`src/verilog/mtp_pkg.sv`:
```
// Shared constants and types for the meter test-mode pulse block.
package mtp_pkg;

	// ------------------------------------------------------------------
	// Clock and timing
	// ------------------------------------------------------------------
	localparam int unsigned CLK_MHZ = 40;
	localparam int unsigned CLK_HZ = CLK_MHZ * 1000000;
	localparam int unsigned SECOND_CYCLES = CLK_HZ;
	localparam int unsigned TEST_MODE_HOURS = 9;
	localparam int unsigned TEST_MODE_SECONDS = TEST_MODE_HOURS * 3600;
	localparam int unsigned PULSE_WIDTH_US = 3900;
	localparam int unsigned PULSE_WIDTH_CYCLES = PULSE_WIDTH_US * CLK_MHZ;
	localparam logic [3:0] KEY_HOLD_S = 4'h3;

	// ------------------------------------------------------------------
	// Integration intervals in seconds
	// ------------------------------------------------------------------
	localparam logic [6:0] INTEG_TEST_S = 7'h02;
	localparam logic [6:0] INTEG_FAST2_S = 7'h02;
	localparam logic [6:0] INTEG_FAST8_S = 7'h08;
	localparam logic [6:0] INTEG_NORMAL_S = 7'h20;
	localparam logic [6:0] ADAPT_MIN_S = 7'h02;
	localparam logic [6:0] ADAPT_MAX_S = 7'h40;

	// ------------------------------------------------------------------
	// Integration mode codes
	// ------------------------------------------------------------------
	localparam logic [3:0] MODE_ADAPT_A = 4'h1;
	localparam logic [3:0] MODE_NORMAL_A = 4'h2;
	localparam logic [3:0] MODE_FAST8_A = 4'h3;
	localparam logic [3:0] MODE_FAST2 = 4'h4;
	localparam logic [3:0] MODE_ADAPT_B = 4'h5;
	localparam logic [3:0] MODE_NORMAL_B = 4'h6;
	localparam logic [3:0] MODE_FAST8_B = 4'h7;

	// ------------------------------------------------------------------
	// Nominal flow size bands, in units of 0.1 m3/h
	// ------------------------------------------------------------------
	localparam logic [17:0] SIZE_BAND1 = 18'h0000f;
	localparam logic [17:0] SIZE_BAND2 = 18'h00096;
	localparam logic [17:0] SIZE_BAND3 = 18'h005dc;
	localparam logic [17:0] SIZE_BAND4 = 18'h03a98;

	// ------------------------------------------------------------------
	// Pulse weights in input units (0.001 kWh energy, 0.01 l volume)
	// ------------------------------------------------------------------
	localparam logic [15:0] WEIGHT_BAND1 = 16'h0001;
	localparam logic [15:0] WEIGHT_BAND2 = 16'h000a;
	localparam logic [15:0] WEIGHT_BAND3 = 16'h0064;
	localparam logic [15:0] WEIGHT_BAND4 = 16'h03e8;
	localparam logic [15:0] WEIGHT_BAND5 = 16'h2710;

	// ------------------------------------------------------------------
	// Types
	// ------------------------------------------------------------------
	typedef enum logic {MTP_NORMAL, MTP_TEST} mtp_mode_t;
	typedef enum logic [1:0] {MTP_P_IDLE, MTP_P_HIGH, MTP_P_GAP} mtp_pstate_t;

endpackage

```
`src/verilog/mtp_sync.sv`:
```
// Two-stage synchroniser for asynchronous pin inputs.
`timescale 1ns/10ps
module mtp_sync #(
	parameter int WIDTH = 1
) (
	input wire logic clk_in,
	input wire logic rst_in,
	input wire logic [WIDTH-1:0] d_in,
	output logic [WIDTH-1:0] q_out
);

	logic [WIDTH-1:0] stage1;

	// ------------------------------------------------------------------
	// Synchroniser chain
	// ------------------------------------------------------------------
	// The first stage feeds only the second, so metastability settles.
	always_ff @(posedge clk_in or posedge rst_in) begin
		if (rst_in) begin
			stage1 <= '0;
			q_out <= '0;
		end else begin
			stage1 <= d_in;
			q_out <= stage1;
		end
	end

endmodule // mtp_sync

```
`src/verilog/mtp_pulse_chan.sv`:
```
// One verification pulse channel: accumulator, queue and pulse timer.
`timescale 1ns/10ps
module mtp_pulse_chan
	import mtp_pkg::*;
#(
	parameter int unsigned WIDTH_CYCLES = PULSE_WIDTH_CYCLES
) (
	input wire logic clk_in,
	input wire logic rst_in,
	input wire logic test_en_in,
	input wire logic pulse_en_in,
	input wire logic clear_in,
	input wire logic [15:0] weight_in,
	input wire logic strobe_in,
	input wire logic [15:0] delta_in,
	output logic pulse_out,
	output logic [31:0] count_out
);

	logic [31:0] acc;
	logic [15:0] pending;
	logic [31:0] timer;
	mtp_pstate_t state;
	wire [31:0] add = strobe_in ? {16'h0000, delta_in} : 32'h00000000;
	wire [31:0] sum = acc + add;
	wire unit_hit = test_en_in && (acc >= {16'h0000, weight_in});
	wire queue_inc = unit_hit && pulse_en_in && (pending != 16'hffff);
	wire start = (state == MTP_P_IDLE) && (pending != 16'h0000);
	wire timer_done = (timer == 32'(WIDTH_CYCLES - 1));

	// ------------------------------------------------------------------
	// Accumulator, unit count and pulse queue
	// ------------------------------------------------------------------
	// One weight unit leaves the accumulator per cycle; any surplus stays
	// as queued work, so a burst of energy never merges pulses.
	always_ff @(posedge clk_in or posedge rst_in) begin
		if (rst_in) begin
			acc <= 32'h00000000;
			count_out <= 32'h00000000;
			pending <= 16'h0000;
		end else begin
			if (!test_en_in) begin
				acc <= 32'h00000000;
			end else if (unit_hit) begin
				acc <= sum - {16'h0000, weight_in};
			end else begin
				acc <= sum;
			end
			if (clear_in) begin
				count_out <= 32'h00000000;
			end else if (unit_hit) begin
				count_out <= count_out + 32'h00000001;
			end
			if (!pulse_en_in) begin
				pending <= 16'h0000;
			end else begin
				pending <= pending + {15'h0000, queue_inc}
					- {15'h0000, start};
			end
		end
	end

	// ------------------------------------------------------------------
	// Pulse timer: fixed high time, then a low gap at least one cycle longer
	// ------------------------------------------------------------------
	always_ff @(posedge clk_in or posedge rst_in) begin
		if (rst_in) begin
			state <= MTP_P_IDLE;
			timer <= 32'h00000000;
			pulse_out <= 1'b0;
		end else begin
			case (state)
				MTP_P_IDLE: begin
					timer <= 32'h00000000;
					if (start) begin
						state <= MTP_P_HIGH;
						pulse_out <= 1'b1;
					end
				end
				MTP_P_HIGH: begin
					timer <= timer + 32'h00000001;
					if (timer_done) begin
						state <= MTP_P_GAP;
						pulse_out <= 1'b0;
						timer <= 32'h00000000;
					end
				end
				MTP_P_GAP: begin
					timer <= timer + 32'h00000001;
					if (timer_done) begin
						state <= MTP_P_IDLE;
					end
				end
				default: begin
					state <= MTP_P_IDLE;
					pulse_out <= 1'b0;
				end
			endcase
		end
	end

endmodule // mtp_pulse_chan

```
`src/verilog/mtp_top.sv`:
```
// Test-mode control and verification pulse outputs of the heat meter.
//
// Functional notes
// - Test switch enters test mode whatever integration mode code is set.
// - Test mode integrates every two seconds, like the fastest setting.
// - Test mode ends after nine hours or on supply restart.
// - In test mode, both arrow keys held until call shows start auto-integration.
// - Mode codes: 1,5 adaptive 2-64 s; 2,6 32 s; 3,7 8 s; 4 2 s.
// - Energy pulse weight follows nominal flow size band, 0.001 kWh to 0.01 MWh.
// - Volume pulse weight follows same bands, 0.01 l to 0.1 m3.
// - Pulses go out only in test mode with adapter fitted; separate outputs.
// - Every verification pulse not cut short by adapter removal or test-mode end is high for 3.9 ms.
// - High-resolution counts are offered to display, serial readout and pulses.
`timescale 1ns/10ps
module mtp_top
	import mtp_pkg::*;
#(
	parameter int unsigned SECOND_CYC = SECOND_CYCLES,
	parameter int unsigned TEST_MODE_S = TEST_MODE_SECONDS,
	parameter int unsigned PULSE_CYC = PULSE_WIDTH_CYCLES
) (
	input wire logic CORE_CLK_IN,
	input wire logic RST_IN,
	input wire logic TEST_SWITCH_IN,
	input wire logic KEY_UP_IN,
	input wire logic KEY_DOWN_IN,
	input wire logic ADAPTER_PRESENT_IN,
	input wire logic [3:0] INTEG_MODE_IN,
	input wire logic [17:0] NOMINAL_FLOW_SIZE_IN,
	input wire logic ENERGY_STROBE_IN,
	input wire logic [15:0] ENERGY_DELTA_IN,
	input wire logic VOLUME_STROBE_IN,
	input wire logic [15:0] VOLUME_DELTA_IN,
	output logic TEST_MODE_OUT,
	output logic PULSE_ENABLE_OUT,
	output logic INTEG_TICK_OUT,
	output logic [6:0] INTEG_INTERVAL_OUT,
	output logic CALL_IND_OUT,
	output logic AUTO_INTEG_OUT,
	output logic ENERGY_PULSE_OUT,
	output logic VOLUME_PULSE_OUT,
	output logic [31:0] ENERGY_COUNT_OUT,
	output logic [31:0] VOLUME_COUNT_OUT
);

	// ------------------------------------------------------------------
	// Pin synchronisation
	// ------------------------------------------------------------------
	logic [3:0] pins_sync;
	wire sw_sync = pins_sync[0];
	wire up_sync = pins_sync[1];
	wire down_sync = pins_sync[2];
	wire adapter_sync = pins_sync[3];

	// All four pins are mechanical or external, so each is synchronised.
	mtp_sync #(
		.WIDTH(4)
	) u_pin_sync (
		.clk_in(CORE_CLK_IN),
		.rst_in(RST_IN),
		.d_in({ADAPTER_PRESENT_IN, KEY_DOWN_IN, KEY_UP_IN, TEST_SWITCH_IN}),
		.q_out(pins_sync)
	);

	// ------------------------------------------------------------------
	// One-second timebase
	// ------------------------------------------------------------------
	logic [31:0] sec_cnt;
	wire sec_tick = (sec_cnt == 32'(SECOND_CYC - 1));

	// Free-running prescaler; every slower timer steps on its tick.
	always_ff @(posedge CORE_CLK_IN or posedge RST_IN) begin
		if (RST_IN) begin
			sec_cnt <= 32'h00000000;
		end else if (sec_tick) begin
			sec_cnt <= 32'h00000000;
		end else begin
			sec_cnt <= sec_cnt + 32'h00000001;
		end
	end

	// ------------------------------------------------------------------
	// Test mode state
	// ------------------------------------------------------------------
	mtp_mode_t mode;
	mtp_mode_t next_mode;
	logic sw_prev;
	logic [15:0] test_sec;
	wire sw_rise = sw_sync && !sw_prev;
	wire test_expired = sec_tick && (test_sec == 16'(TEST_MODE_S - 1));
	wire test_enter = (mode == MTP_NORMAL) && sw_rise;
	wire in_test = (mode == MTP_TEST);

	// Entry ignores the configured mode code; exit is the timeout only,
	// since a supply restart reaches the block as RST_IN.
	always_comb begin
		next_mode = mode;
		case (mode)
			MTP_NORMAL: begin
				if (sw_rise) begin
					next_mode = MTP_TEST;
				end
			end
			MTP_TEST: begin
				if (test_expired) begin
					next_mode = MTP_NORMAL;
				end
			end
			default: begin
				next_mode = MTP_NORMAL;
			end
		endcase
	end

	// Mode register, switch edge history and the test duration timer.
	always_ff @(posedge CORE_CLK_IN or posedge RST_IN) begin
		if (RST_IN) begin
			mode <= MTP_NORMAL;
			sw_prev <= 1'b0;
			test_sec <= 16'h0000;
		end else begin
			mode <= next_mode;
			sw_prev <= sw_sync;
			if (!in_test) begin
				test_sec <= 16'h0000;
			end else if (sec_tick) begin
				test_sec <= test_sec + 16'h0001;
			end
		end
	end

	// ------------------------------------------------------------------
	// Integration interval selection
	// ------------------------------------------------------------------
	logic [6:0] adapt_s;
	logic activity;
	wire mode_adapt = (INTEG_MODE_IN == MODE_ADAPT_A)
		|| (INTEG_MODE_IN == MODE_ADAPT_B);
	wire mode_fast8 = (INTEG_MODE_IN == MODE_FAST8_A)
		|| (INTEG_MODE_IN == MODE_FAST8_B);
	wire mode_fast2 = (INTEG_MODE_IN == MODE_FAST2);
	// Codes 2 and 6, and any code outside 1..7, fall back to 32 s.
	wire [6:0] cfg_interval = mode_adapt ? adapt_s :
		mode_fast8 ? INTEG_FAST8_S :
		mode_fast2 ? INTEG_FAST2_S : INTEG_NORMAL_S;
	wire [6:0] interval = in_test ? INTEG_TEST_S : cfg_interval;
	wire flow_event = ENERGY_STROBE_IN || VOLUME_STROBE_IN;
	wire [6:0] adapt_double = (adapt_s >= ADAPT_MAX_S) ? ADAPT_MAX_S :
		{adapt_s[5:0], 1'b0};

	// ------------------------------------------------------------------
	// Integration tick generator
	// ------------------------------------------------------------------
	logic [6:0] int_sec;
	logic auto_req;
	wire int_due = sec_tick && ((int_sec + 7'h01) >= interval);
	wire int_fire = int_due || auto_req;

	// A forced auto-integration restarts the interval so that the run
	// begins from a clean boundary.
	always_ff @(posedge CORE_CLK_IN or posedge RST_IN) begin
		if (RST_IN) begin
			int_sec <= 7'h00;
			INTEG_TICK_OUT <= 1'b0;
			INTEG_INTERVAL_OUT <= INTEG_NORMAL_S;
		end else begin
			INTEG_TICK_OUT <= int_fire;
			INTEG_INTERVAL_OUT <= interval;
			if (int_fire || test_enter) begin
				int_sec <= 7'h00;
			end else if (sec_tick) begin
				int_sec <= int_sec + 7'h01;
			end
		end
	end

	// Adaptive interval: any flow activity drops it to the minimum,
	// a quiet interval doubles it up to the maximum.
	always_ff @(posedge CORE_CLK_IN or posedge RST_IN) begin
		if (RST_IN) begin
			adapt_s <= ADAPT_MIN_S;
			activity <= 1'b0;
		end else if (int_fire) begin
			adapt_s <= (activity || flow_event) ? ADAPT_MIN_S :
				adapt_double;
			activity <= 1'b0;
		end else if (flow_event) begin
			activity <= 1'b1;
		end
	end

	// ------------------------------------------------------------------
	// Forced dial-up from the arrow keys
	// ------------------------------------------------------------------
	logic [3:0] hold_sec;
	wire both_keys = up_sync && down_sync && in_test;
	wire hold_done = both_keys && !CALL_IND_OUT && (hold_sec >= KEY_HOLD_S);

	// The call indication lights once per key hold; releasing either key
	// or leaving test mode re-arms it.
	always_ff @(posedge CORE_CLK_IN or posedge RST_IN) begin
		if (RST_IN) begin
			hold_sec <= 4'h0;
			CALL_IND_OUT <= 1'b0;
			AUTO_INTEG_OUT <= 1'b0;
			auto_req <= 1'b0;
		end else begin
			auto_req <= hold_done;
			AUTO_INTEG_OUT <= hold_done;
			if (!both_keys) begin
				hold_sec <= 4'h0;
				CALL_IND_OUT <= 1'b0;
			end else begin
				if (sec_tick && (hold_sec != 4'hf)) begin
					hold_sec <= hold_sec + 4'h1;
				end
				if (hold_done) begin
					CALL_IND_OUT <= 1'b1;
				end
			end
		end
	end

	// ------------------------------------------------------------------
	// Pulse weight by nominal flow size
	// ------------------------------------------------------------------
	// Energy and volume bands share one weight in their own input units.
	wire [15:0] weight = (NOMINAL_FLOW_SIZE_IN <= SIZE_BAND1) ? WEIGHT_BAND1 :
		(NOMINAL_FLOW_SIZE_IN <= SIZE_BAND2) ? WEIGHT_BAND2 :
		(NOMINAL_FLOW_SIZE_IN <= SIZE_BAND3) ? WEIGHT_BAND3 :
		(NOMINAL_FLOW_SIZE_IN <= SIZE_BAND4) ? WEIGHT_BAND4 :
		WEIGHT_BAND5;

	// ------------------------------------------------------------------
	// Verification pulse channels
	// ------------------------------------------------------------------
	wire pulse_en = in_test && adapter_sync;
	logic energy_pulse;
	logic volume_pulse;
	logic [31:0] energy_count;
	logic [31:0] volume_count;

	// Energy channel, weight from 0.001 kWh to 0.01 MWh per pulse.
	mtp_pulse_chan #(
		.WIDTH_CYCLES(PULSE_CYC)
	) u_energy (
		.clk_in(CORE_CLK_IN),
		.rst_in(RST_IN),
		.test_en_in(in_test),
		.pulse_en_in(pulse_en),
		.clear_in(test_enter),
		.weight_in(weight),
		.strobe_in(ENERGY_STROBE_IN),
		.delta_in(ENERGY_DELTA_IN),
		.pulse_out(energy_pulse),
		.count_out(energy_count)
	);

	// Volume channel, weight from 0.01 l to 0.1 m3 per pulse.
	mtp_pulse_chan #(
		.WIDTH_CYCLES(PULSE_CYC)
	) u_volume (
		.clk_in(CORE_CLK_IN),
		.rst_in(RST_IN),
		.test_en_in(in_test),
		.pulse_en_in(pulse_en),
		.clear_in(test_enter),
		.weight_in(weight),
		.strobe_in(VOLUME_STROBE_IN),
		.delta_in(VOLUME_DELTA_IN),
		.pulse_out(volume_pulse),
		.count_out(volume_count)
	);

	// ------------------------------------------------------------------
	// Output registers
	// ------------------------------------------------------------------
	// Pulses are gated again here so none leaks once the adapter goes.
	always_ff @(posedge CORE_CLK_IN or posedge RST_IN) begin
		if (RST_IN) begin
			TEST_MODE_OUT <= 1'b0;
			PULSE_ENABLE_OUT <= 1'b0;
			ENERGY_PULSE_OUT <= 1'b0;
			VOLUME_PULSE_OUT <= 1'b0;
			ENERGY_COUNT_OUT <= 32'h00000000;
			VOLUME_COUNT_OUT <= 32'h00000000;
		end else begin
			TEST_MODE_OUT <= in_test;
			PULSE_ENABLE_OUT <= pulse_en;
			ENERGY_PULSE_OUT <= energy_pulse && pulse_en;
			VOLUME_PULSE_OUT <= volume_pulse && pulse_en;
			ENERGY_COUNT_OUT <= energy_count;
			VOLUME_COUNT_OUT <= volume_count;
		end
	end

endmodule // mtp_top

```
`config.mk`:
```
export PLATFORM = sky130hd
export DESIGN_NAME = mtp_top
export DESIGN_NICKNAME = d
export VERILOG_FILES = /design/src/verilog/mtp_pkg.sv /design/src/verilog/mtp_sync.sv /design/src/verilog/mtp_pulse_chan.sv /design/src/verilog/mtp_top.sv
export SDC_FILE = /design/constraint.sdc
export NUM_CORES = 1
export LEC_CHECK = 0
export CAP_MARGIN = 20
export CORE_MARGIN = 4
export CORE_UTILIZATION = 60
export DETAILED_ROUTE_END_ITERATION = 10
export DONT_BUFFER_PORTS = 1
export PLACE_DENSITY = 0.76
export SLEW_MARGIN = 10
export SYNTH_ARGS = -nofsm -noshare
export SYNTH_HDL_FRONTEND = slang
export SYNTH_SLANG_ARGS = --single-unit
```
`constraint.sdc`:
```
create_clock -name CORE_CLK_IN -period 11.8 [get_ports CORE_CLK_IN]
set_input_delay 0 -clock CORE_CLK_IN [delete_from_list [all_inputs] [get_ports CORE_CLK_IN]]
set_output_delay 0 -clock CORE_CLK_IN [all_outputs]
set_load 0.05 [all_outputs]
```
==> impl_metrics.yaml <==
finish:
  syn2layout_area_growth_pct: 10.1
  fin_util: 0.668
  drive_above_1_share: 0.0576
  final_net_count: 2700
  n_antenna_cell: 0
synth:
  synth_cells: 2452
  syn_avg_cell_area_um2: 9.28
  syn_nets: 2682
  ys.flop_type: "dfrtp_1"
  yosysSeqAreaShare: 0.422
  synth_area_leaders: "dfrtp_1, ha_1, nor2_1"
  yosysWarnings: 0
  mappedNetlistArea_um2: 22700
  yosys-top-cells-count: "dfrtp_1, nor2_1, nand2_1"
  synth_top_area_cell: "dfrtp_1"
  synth_edf_count: 0
  synth_top_area_frac: 0.419
  async_reset_ff_frac: 1.00
  ys_ff_latch: 383
  yosysUniqueCellTypes: 102
  synth_most_common_cell: "dfrtp_1"
floorplan:
  floorplan.initialDensity: 0.607
  die_w_um: 203
  core_region_area_um2: 37500
  die_area_um2: 41100
  std_cell_rows: 71
  die_h_um: 203
  io_pins: 140
grt:
  grt_pass1_wl_mm: 86.3
  grt_pass1_vias: 17800
  antenna_found_initial: 0
  gr-total-overflow: 0
  track_usage: 0.245
  grt_max_degree: 130
drt:
  wl_per_cell_um: 17.0
  drtIter0Drc: 1043
  drc_errors: 0
  ant_nets: 0
  routed_wl_mm: 51.2
  drt-vias-per-instance: 5.99
  dr.pass1.iters: 5
  vias: 18000
cts:
  cts.reportedPaths.clkPinSlew_ns: 0.06
  htreeDepth: 2
  clock_sinks: 383
  cts_buffers: 42
  cts_buffer_depth: 3
  cts_root_buf: "clkbuf_16"
  clk_latency_ns: 0.58
  cts_repair_resize_count: 0
  cts_tree: "built"
pwr:
  p_leak_nw: 11.5
  ir_drop_uv: 196
  finalPower_mw: 5.49
  power_density_nw_per_um2: 219
timing:
  layout_min_cycle_time_ns: 6.54
  rsz0062_at_grt: "no"
  period_share: 0.554
  setup_viol: 0
  hold_viol: 0
  drv_slew: 0
  fin_worst_skew_ns: 0.0215
  fin_tns_setup_ns: 0
  max_freq_mhz: 153
  worst_slew_pin_slew_ns: 1.08
  relSlewSlack: 0.276
placed_design:
  globalplace.congestion: 0.885
  dp_hpwl_mm: 35.3
  portBuffers: 0
worst_setup_path:
  crit_type: "primary input to flop"
  cp_num_cells: 27
  crit_buf_inv: 0
  start_kind: "primary input"
  end_kind: "flop"
  cpPeakStageDelay_ns: 0.90
  reg2regPathDepth: 22
  crit_family: "compound AO/OA/AOI/OAI gates"
  arrival_ns: 6.97
  cp_slowest_cell: "nor2_1"
  cpMostUsedCell: "o21ai_0"
  worstPathRequired_ns: 12.23
  crit_fanout: 14
hold_path:
  holdPathStages: 5
  hold_path_class: "primary input to flop"
run_status:
  outcome: "finished clean"
run:
  cap_violations: 0
placed cells by master, fill, tap and decap left out, types with 20 or more instances in the layout:
master         synthesis  routed
dfrtp_1              381     381
nor2_1               308     307
nand2_1              186     186
o21ai_0              174     173
ha_1                 162     162
xnor2_1              121     121
a21oi_1              103     103
inv_1                101     100
xor2_1                94      94
nand3_1               93      93
and3_1                71      70
and2_1                51      51
nand4_1               50      50
nor3_1                48      48
clkbuf_16              0      42
nor4_1                33      33
mux2i_1               31      31
nand2b_1              28      28
a21o_1                26      26
or3_1                 25      25
a31oi_1               23      23
o31ai_1               20      20
dlygate4sd3_1          0      20
power breakdown:
part | switching (mW) | total [mW] | internal [mW] | leakage (nW)
registers | 0.276 | 1.79 | 1.51 | 5.08
clock network | 0.553 | 1.39 | 0.834 | 0.728
logic | 1.34 | 2.31 | 0.975 | 5.70
layout make-up:
type                            count  area, um2
Clock inverter                     19        270
Clock buffer                       57       1210
Multi-Input combinational cell   1901      12500
Timing Repair Buffer               38        388
Sequential cell                   383       9590
Tap cell                          511        639
Fill cell                        2904      12500
Inverter                          104        398
worst min-delay path, stage by stage:
cell      delay (ns)
nor2_1          0.02
nand2_1         0.08
nor2_1          0.10
ha_1            0.30
a211oi_1        0.06
path summary, 6_finish.rpt:
kind / startpoint / endpoint / slack (ns)
min in group asynchronous: RST_IN / u_energy.timer[20] / 0.14
worst min register to register: u_pin_sync.stage1[2] / u_pin_sync.q_out[2] / 0.35
worst max-delay path: NOMINAL_FLOW_SIZE_IN[2] / u_volume.pending[14] / 5.26
worst max register to register: u_volume.acc[0] / u_volume.pending[14] / 6.32
max in group asynchronous: RST_IN / VOLUME_COUNT_OUT[18] / 9.74
worst min-delay path: NOMINAL_FLOW_SIZE_IN[7] / u_volume.acc[0] / 0.03
logic make-up after synthesis:
group           after synthesis  share of synthesized area
other cells                   1                   0.000165
fa+ha+maj                   168                     0.0944
simple gates                990                      0.218
xor+xnor                    216                     0.0835
mux                          35                     0.0158
compound gates              491                      0.138
buf+inv                     168                     0.0282
flops                       383                      0.422
layer usage:
layer	vias up	wire length, um	share of wire	global-route usage
met5	-	0	0	0
met4	0	1250	0.024	0.0735
met3	107	2070	0.040	0.0321
met2	440	25100	0.49	0.423
met1	8795	22700	0.44	0.327
li1	8698	-	-	-
sequential cells by signal (all words and copies together) (netlist names), 6 cells and up:
name and cells:
u_energy.count_out 32, INTEG_INTERVAL_OUT 6, u_energy.pending 16, u_volume.count_out 32, int_sec 7, VOLUME_COUNT_OUT 32, u_volume.acc 32, u_energy.acc 32
sec_cnt 32, u_energy.timer 32, ENERGY_COUNT_OUT 32, test_sec 16, adapt_s 6, u_volume.pending 16, u_volume.timer 32
stage by stage:
stage,area [um2],setup WS [ns],std cells,hold WS [ns]
finish,25000,5.26,3013,0.0316
global route,25000,4.60,3013,0.0608
CTS,25000,5.38,3009,0.00685
detailed placement,23300,4.81,2913,0.0315
global placement,23300,5.07,2913,0.0315
floorplan,22700,1.16,2452,0.0314
timing repair:
item	in CTS	in global routing
hold buffers	20	0
buffers inserted	0	0
endpoints found under the hold margin	146	0
No activity file was read; power rests on OpenSTA's default activity.
